File: config.mk
export PLATFORM = sky130hd
export DESIGN_NAME = sync_holdover_timebase
export DESIGN_NICKNAME = d
export VERILOG_FILES = /design/src/core/sync_holdover_timebase.v
export VERILOG_INCLUDE_DIRS = /design/src /design/src/core
export SDC_FILE = /design/constraint.sdc
export NUM_CORES = 1
export LEC_CHECK = 0
export BUFFER_PORTS_ARGS = -buffer_cell sky130_fd_sc_hd__buf_2
export CAP_MARGIN = 5
export CORE_UTILIZATION = 35
export CTS_BUF_LIST = sky130_fd_sc_hd__clkbuf_4
export CTS_CLUSTER_DIAMETER = 200
export DETAILED_ROUTE_END_ITERATION = 8
export HOLD_SLACK_MARGIN = 0.1
export PLACE_DENSITY = 0.48
export SYNTH_ARGS = -nofsm -noshare
export SYNTH_HDL_FRONTEND = slang
export SYNTH_SLANG_ARGS = --single-unit
File: constraint.sdc
create_clock -name ref_clk -period 13.25 [get_ports ref_clk]
set_input_delay 1.9875 -clock ref_clk [delete_from_list [all_inputs] [get_ports ref_clk]]
set_output_delay 1.9875 -clock ref_clk [all_outputs]
set_load 0.02 [all_outputs]
File: src/core/sync_holdover_consts.vh
`ifndef SYNC_HOLDOVER_CONSTS_VH
`define SYNC_HOLDOVER_CONSTS_VH
// source select codes
`define SRC_PPS 2'h0
`define SRC_NET 2'h1
`define SRC_TCODE 2'h2
// time code format select
`define FMT_A 1'b0
`define FMT_B 1'b1
// nominal increment in 1/2^24 ns units: 25 ns per cycle
`define FRAC_BITS 24
`define INC_NOM 32'h19000000
// max slew 100 ppm of the nominal increment, in ppm
`define SLEW_PPM 100
// trim step applied to increment per reference edge
`define TRIM_STEP 32'h00000010
// time advance per pulse per second edge, in ns
`define PPS_NS 32'h3b9aca00
// reference lost when no edge within this many ns (1.5 s)
`define LOSS_NS 1500000000
`define LOSS_CYC (`LOSS_NS / 25)
// time code frame edges: format a 1 kHz, format b 100 Hz (ns)
`define PER_A_NS 1000000
`define PER_B_NS 10000000
// states
`define ST_ACQ 2'h0
`define ST_LOCK 2'h1
`define ST_HOLD 2'h2
`define ST_SLEW 2'h3
`endif

File: src/core/sync_holdover_timebase.v
`timescale 1ns/100ps
`include "sync_holdover_consts.vh"
// states: acquire waits for the first edge, lock trims the rate,
// holdover free runs on the trimmed rate, slew walks the phase back.
// time_reg counts ns with a hidden 24 bit fraction, so the trim can be
// far finer than one ns per cycle without drifting.
// every step onto the reference lands on the value the reference will
// have after the edge, so lock sees a zero error on a clean source.
module sync_holdover_timebase #(
  parameter LOSS_CYCLES = `LOSS_CYC,
  parameter PER_A_CYC = `PER_A_NS / 25,
  parameter PER_B_CYC = `PER_B_NS / 25
) (
  input wire ref_clk,
  input wire nrst,
  input wire [1:0] src_sel,
  input wire option_fitted,
  input wire tcode_fmt,
  input wire pps_in,
  input wire net_tick,
  input wire [63:0] net_time,
  input wire tcode_in,
  input wire [63:0] restart_limit,
  output reg [63:0] time_reg,
  output reg lost_event_reg,
  output reg hard_resync_reg,
  output reg slewing_reg,
  output reg locked_reg,
  output reg [1:0] state_reg
);

  // ----------------------------------------------------------------
  // reference edge detection
  // ----------------------------------------------------------------
  localparam [31:0] SLEW_MAX = (`INC_NOM / 1000000) * `SLEW_PPM;
  localparam [31:0] ONE_SEC = `PPS_NS; // ns per pps edge

  reg pps_d_reg;
  reg tc_d_reg;
  reg [31:0] tc_cnt_reg;
  reg [31:0] gap_reg;
  reg [63:0] ref_time_reg;
  reg [31:0] inc_reg;
  reg [31:0] trim_reg;
  reg [23:0] frac_reg;
  reg [31:0] tc_per;
  reg ref_edge;
  reg [63:0] ref_next;

  // the time code is sampled as a level; a rising edge marks a frame
  wire tc_rise = tcode_in & ~tc_d_reg;
  wire pps_rise = pps_in & ~pps_d_reg;
  wire [63:0] err = time_reg - ref_next;
  wire err_neg = err[63];
  wire [63:0] err_abs = err_neg ? (64'h0 - err) : err;

  // loss window test, shared by the gap counter and the two states
  // that watch for a silent reference
  function loss_hit;
    input [31:0] gap;
    begin
      loss_hit = (gap == LOSS_CYCLES[31:0]);
    end
  endfunction

  // frame period of the selected time code format
  always @* begin
    tc_per = (tcode_fmt == `FMT_A) ? PER_A_CYC[31:0] :
      PER_B_CYC[31:0];
  end

  // sources differ only in how an edge is found and what time it
  // carries; everything after this point sees one edge and one time.
  // a time code edge that comes too soon is taken as a glitch, which
  // costs one frame of lock time after a reset but keeps noise out.

  // reference edge and the time it stands for, per source
  always @* begin
    ref_edge = 1'b0;
    ref_next = ref_time_reg;
    case (src_sel)
      `SRC_PPS: begin
        ref_edge = pps_rise;
        ref_next = ref_time_reg + {32'h0, ONE_SEC};
      end
      `SRC_NET: begin
        ref_edge = option_fitted & net_tick;
        ref_next = net_time;
      end
      `SRC_TCODE: begin
        // frame edges only count once the full expected period has passed since the last frame rise
        ref_edge = option_fitted & tc_rise &
          (tc_cnt_reg >= tc_per - 32'h1);
        ref_next = ref_time_reg + {32'h0, tc_per} * 64'h19;
      end
      default: begin
        ref_edge = 1'b0;
        ref_next = ref_time_reg;
      end
    endcase
  end

  // ----------------------------------------------------------------
  // engine
  // ----------------------------------------------------------------
  // the sum keeps a 24 bit fraction so trims finer than 1 ns accumulate
  wire [31:0] inc_eff = inc_reg + (slewing_reg ? trim_reg : 32'h0);
  wire [47:0] sum = {24'h0, frac_reg} + {16'h0, inc_eff};
  // the edge stands for the reference at this cycle; the register holds
  // it one cycle later, so one increment is added to land in step
  wire [63:0] ref_step = ref_next + {40'h0, sum[47:24]};

  // limits worth knowing:
  // - the trim in lock is one step per edge, so a large rate error takes
  //   many edges to pull in; holdover starts from whatever trim was met
  // - slew runs at the full 100 ppm until the error changes sign, so the
  //   last error is below one slew step per reference period
  // - a loss during slew drops back to holdover without finishing

  always @(posedge ref_clk or negedge nrst) begin
    if (!nrst) begin
      pps_d_reg <= 1'b0;
      tc_d_reg <= 1'b0;
      tc_cnt_reg <= 32'h0;
      gap_reg <= 32'h0;
      ref_time_reg <= 64'h0;
      inc_reg <= `INC_NOM;
      trim_reg <= 32'h0;
      frac_reg <= 24'h0;
      time_reg <= 64'h0;
      lost_event_reg <= 1'b0;
      hard_resync_reg <= 1'b0;
      slewing_reg <= 1'b0;
      locked_reg <= 1'b0;
      state_reg <= `ST_ACQ;
    end else begin
      pps_d_reg <= pps_in;
      tc_d_reg <= tcode_in;
      // frame spacing counter; wraps harmlessly on a dead input
      tc_cnt_reg <= tc_rise ? 32'h0 : tc_cnt_reg + 32'h1;
      lost_event_reg <= 1'b0;
      hard_resync_reg <= 1'b0;
      // free running time base always advances, also in holdover
      frac_reg <= sum[23:0];
      time_reg <= time_reg + {40'h0, sum[47:24]};
      if (ref_edge) begin
        gap_reg <= 32'h0;
        ref_time_reg <= ref_next;
      end else if (!loss_hit(gap_reg)) begin
        // saturate so the loss is seen once and not again on a wrap
        gap_reg <= gap_reg + 32'h1;
      end
      // state updates below override the free running advance above
      case (state_reg)
        `ST_ACQ: begin
          // first lock: step straight onto the reference
          if (ref_edge) begin
            time_reg <= ref_step;
            frac_reg <= 24'h0;
            state_reg <= `ST_LOCK;
            locked_reg <= 1'b1;
          end
        end
        `ST_LOCK: begin
          if (loss_hit(gap_reg)) begin
            // no edge for the whole window: warn once and free run
            lost_event_reg <= 1'b1;
            locked_reg <= 1'b0;
            state_reg <= `ST_HOLD;
          end else if (ref_edge) begin
            // phase error stepped out at each edge while the rate is trimmed; one fixed
            // step per edge so a single noisy edge cannot kick the rate
            time_reg <= ref_step;
            if (err != 64'h0)
              inc_reg <= err_neg ? inc_reg + `TRIM_STEP :
                inc_reg - `TRIM_STEP;
          end
        end
        `ST_HOLD: begin
          // the limit is read at this very edge, so a later write from
          // software only affects the next return of the reference
          if (ref_edge) begin
            if (err_abs < restart_limit) begin
              state_reg <= `ST_SLEW;
              slewing_reg <= 1'b1;
              // full rate slew; smaller errors simply finish sooner
              trim_reg <= err_neg ? SLEW_MAX : 32'h0 - SLEW_MAX;
            end else begin
              // a step breaks the record, which the pulse reports
              time_reg <= ref_step;
              frac_reg <= 24'h0;
              hard_resync_reg <= 1'b1;
              locked_reg <= 1'b1;
              state_reg <= `ST_LOCK;
            end
          end
        end
        `ST_SLEW: begin
          if (loss_hit(gap_reg)) begin
            lost_event_reg <= 1'b1;
            slewing_reg <= 1'b0;
            state_reg <= `ST_HOLD;
          end else if (ref_edge) begin
            // finish when the sign flips or error vanishes; the last
            // sub-step remainder is absorbed with no visible gap
            if (err == 64'h0 || (err_neg == trim_reg[31])) begin
              slewing_reg <= 1'b0;
              locked_reg <= 1'b1;
              time_reg <= ref_step;
              state_reg <= `ST_LOCK;
            end
          end
        end
        default: state_reg <= `ST_ACQ;
      endcase
    end
  end

endmodule

==> reports/metrics.yaml <==
clock_network:
  clk_latency_ns: 0.92
  cts_root_buf: "clkbuf_4"
  tritoncts: "built"
  cts_buffers: 85
  post_cts_buffers: 0
  clkSinkCount: 253
  htree_levels: 3
  clk_pin_slew_worst_paths_ns: 0.06
  clk_path_buf_depth: 3
setup_path:
  max_stage_delay_ns: 0.59
  arrival_ns: 13.30
  crit_required_ns: 13.97
  r2r_cells: 43
  r2r_slack_ns: 1.56
  r2r-end: "time_reg[52]$_DFF_PN0_"
  critPathSlowestCell: "or4_4"
  cpMostUsedCell: "a21o_1"
  critPathKind: "in -> reg"
  end_kind: "register"
  r2r-start: "ref_time_reg[12]$_DFFE_PN0P_"
  start_kind: "input pin"
  worstPathMaxFanout: 7
sta:
  fin_setup_tns_ns: 0
  setup_violations: 0
  period_needed_ns: 12.58
  period_share: 0.949
  fin_skew_ns: 0.0874
  grt_setup_unrepaired: "false"
  final_hold_viol_count: 0
  holdWs_ns: 0.459
  timing.fmax_ghz: 0.0795
  worstMarginPinSlew_ns: 1.29
  drv_slew: 0
  maxSlewHeadroom: 0.134
finish:
  final_common_cell: "nor2_1"
  layout_common_cells: "415 x nor2_1, 367 x nand2_1, 294 x a21oi_1"
  final_nets: 4930
  post_route_cells_drive_above_1_share: 0.133
  area_growth_pct: 12.2
  nFillCells: 9688
pwr:
  p_leak_nw: 15.9
  pwr-share-comb: 0.777
  swShare: 0.546
  pwr-share-seq: 0.145
  power_switching_mw: 5.73
  p_int_mw: 4.76
  ir_drop_mv: 0.155
  power_density_nw_per_um2: 288
  clkPwrFrac: 0.078
yosys:
  synth_ff_type: "dfrtp_1"
  async_reset_ff_frac: 1.00
  syn_avg_cell_area_um2: 7.58
  yosysUniqueCellTypes: 115
  synth_seq_cells: 253
  syn-instance-count: 4278
  yosys_warnings: 0
  synth.yosys.seq_area_share: 0.195
  synth_nets: 4694
  synth_edf_count: 0
  netlist_area_um2: 32400
grt:
  grt_max_degree: 73
  grt_pass1_vias: 32500
  grt_pass1_wl_um: 201000
  overflow: 0
  track_usage: 0.277
  antenna_found_initial: 7
floorplanning:
  die_h_um: 306
  coreArea_um2: 91800
  dieArea_um2: 93900
  start_util: 0.353
  fp-row-count: 111
  die_w_um: 306
  ioPinCount: 207
worst_hold_path:
  worstHoldStart: "trim_reg[2]$_DFFE_PN0P_"
  holdPathStages: 1
  min_to: "trim_reg[2]$_DFFE_PN0P_"
  hold_class: "reg -> reg"
routing:
  via_count: 33900
  drc: 0
  drt_pass1_iterations: 6
  ant_nets: 0
  drtIter0Drc: 2770
  viasPerCell: 5.84
  wl_per_cell_um: 22.9
  wirelength_um: 133000
placement:
  place.gp.congestion: 0.987
  dpl.hpwl_um: 102000
  io_buffer_count: 206
outcome:
  status: "completed"
flow_run:
  maxCapViolCount: 0
layout make-up:
| type | instances | area (um^2) | share of cell area |
|---|---|---|---|
| multi-input combinational | 3602 | 24500 | 0.674 |
| sequential | 253 | 6330 | 0.174 |
| timing repair buffer | 347 | 2140 | 0.0589 |
| tap | 1243 | 1560 | 0.0427 |
| inverter | 225 | 845 | 0.0232 |
| clock buffer | 112 | 841 | 0.0231 |
| clock inverter | 26 | 133 | 0.00364 |
| antenna | 3 | 7.51 | 0.000206 |
worst max path at each step:
stage,start,to,slack (ns),cells past startpoint
floorplan,src_sel[1],time_reg[14]$_DFF_PN0_,1.34,44
global placement,tcode_fmt,time_reg[57]$_DFF_PN0_,-0.52,42
detailed placement,tcode_fmt,time_reg[18]$_DFF_PN0_,-0.49,42
CTS,tcode_fmt,time_reg[62]$_DFF_PN0_,0.39,41
global route,tcode_fmt,time_reg[18]$_DFF_PN0_,0.09,46
finish,tcode_fmt,time_reg[52]$_DFF_PN0_,0.67,42
stage by stage:
step	total power, mW	instance area [um^2]	instances	setup WS, ns	util
finish	10.5	36400	5811	0.671	0.396
global route	11.5	36400	5810	0.0903	0.396
CTS	10.5	36400	5808	0.385	0.396
detailed placement	9.58	35400	5670	-0.487	0.386
global placement	9.59	35400	5670	-0.517	0.386
floorplan	7.32	32400	4278	1.34	-
logic make-up after synthesis:
kind of cell / after synthesis / share of synthesized area
adders and majority gates: 280 / 0.111
and+or+nand+nor: 1522 / 0.232
xor gates and xnor gates: 410 / 0.111
AOI/OAI and AO/OA: 1283 / 0.265
buffers and inverters: 423 / 0.0505
DFF: 253 / 0.195
muxes: 107 / 0.0353
Yosys cell counts, drive strengths merged, types with 38 or more instances:
cell type,instances,area (um^2)
nor2,418,1570
nand2,370,1390
a21oi,299,1520
o21ai,289,1450
ha,266,3330
dfrtp,250,6260
xnor2,250,2190
inv,223,837
clkbuf,160,602
xor2,159,1390
nand3,145,726
a21o,114,857
nor3,103,542
nand4,82,519
mux2i,66,661
and3,58,368
or3,55,349
a211oi,54,430
o211ai,49,378
a31oi,47,307
nor4,47,337
nand2b,43,269
o31ai,43,323
or4,40,304
mux2,39,439
nor2b,39,244
o22ai,39,244
buf,38,191
power by group through the flow:
| stage | clock network (mW) | registers (mW) | logic [mW] |
|---|---|---|---|
| after floorplan | 0 | 1.39 | 5.92 |
| after global placement | 0 | 1.53 | 8.06 |
| after detailed placement | 0 | 1.52 | 8.06 |
| after CTS | 0.855 | 1.51 | 8.12 |
| after global routing | 0.890 | 1.55 | 9.07 |
| final | 0.823 | 1.52 | 8.15 |
per-layer routing:
layer  wire, um  up-vias  GRT usage  share of wire
met1      57000    16200      0.352           0.43
met3       8500      303     0.0451          0.064
li1           -    16300          -              -
met4       7160        8      0.143          0.054
met2      60400     1190      0.451           0.45
met5         56        -          0        0.00042
critical path: cells and delay by family:
kind | cells | cell delay [ns]
xor gates and xnor gates | 1 | 0.16
AOI/OAI and AO/OA | 18 | 3.95
and+or+nand+nor | 13 | 4.18
adders and majority gates | 5 | 2.00
buffers and inverters | 5 | 0.99
timing repair:
item | 4_1_cts | 5_1_grt
gates resized for setup | 0 | 2
hold buffers | 0 | 0
endpoints found under the setup margin | 0 | 49
(Power assumes the default switching activity.)
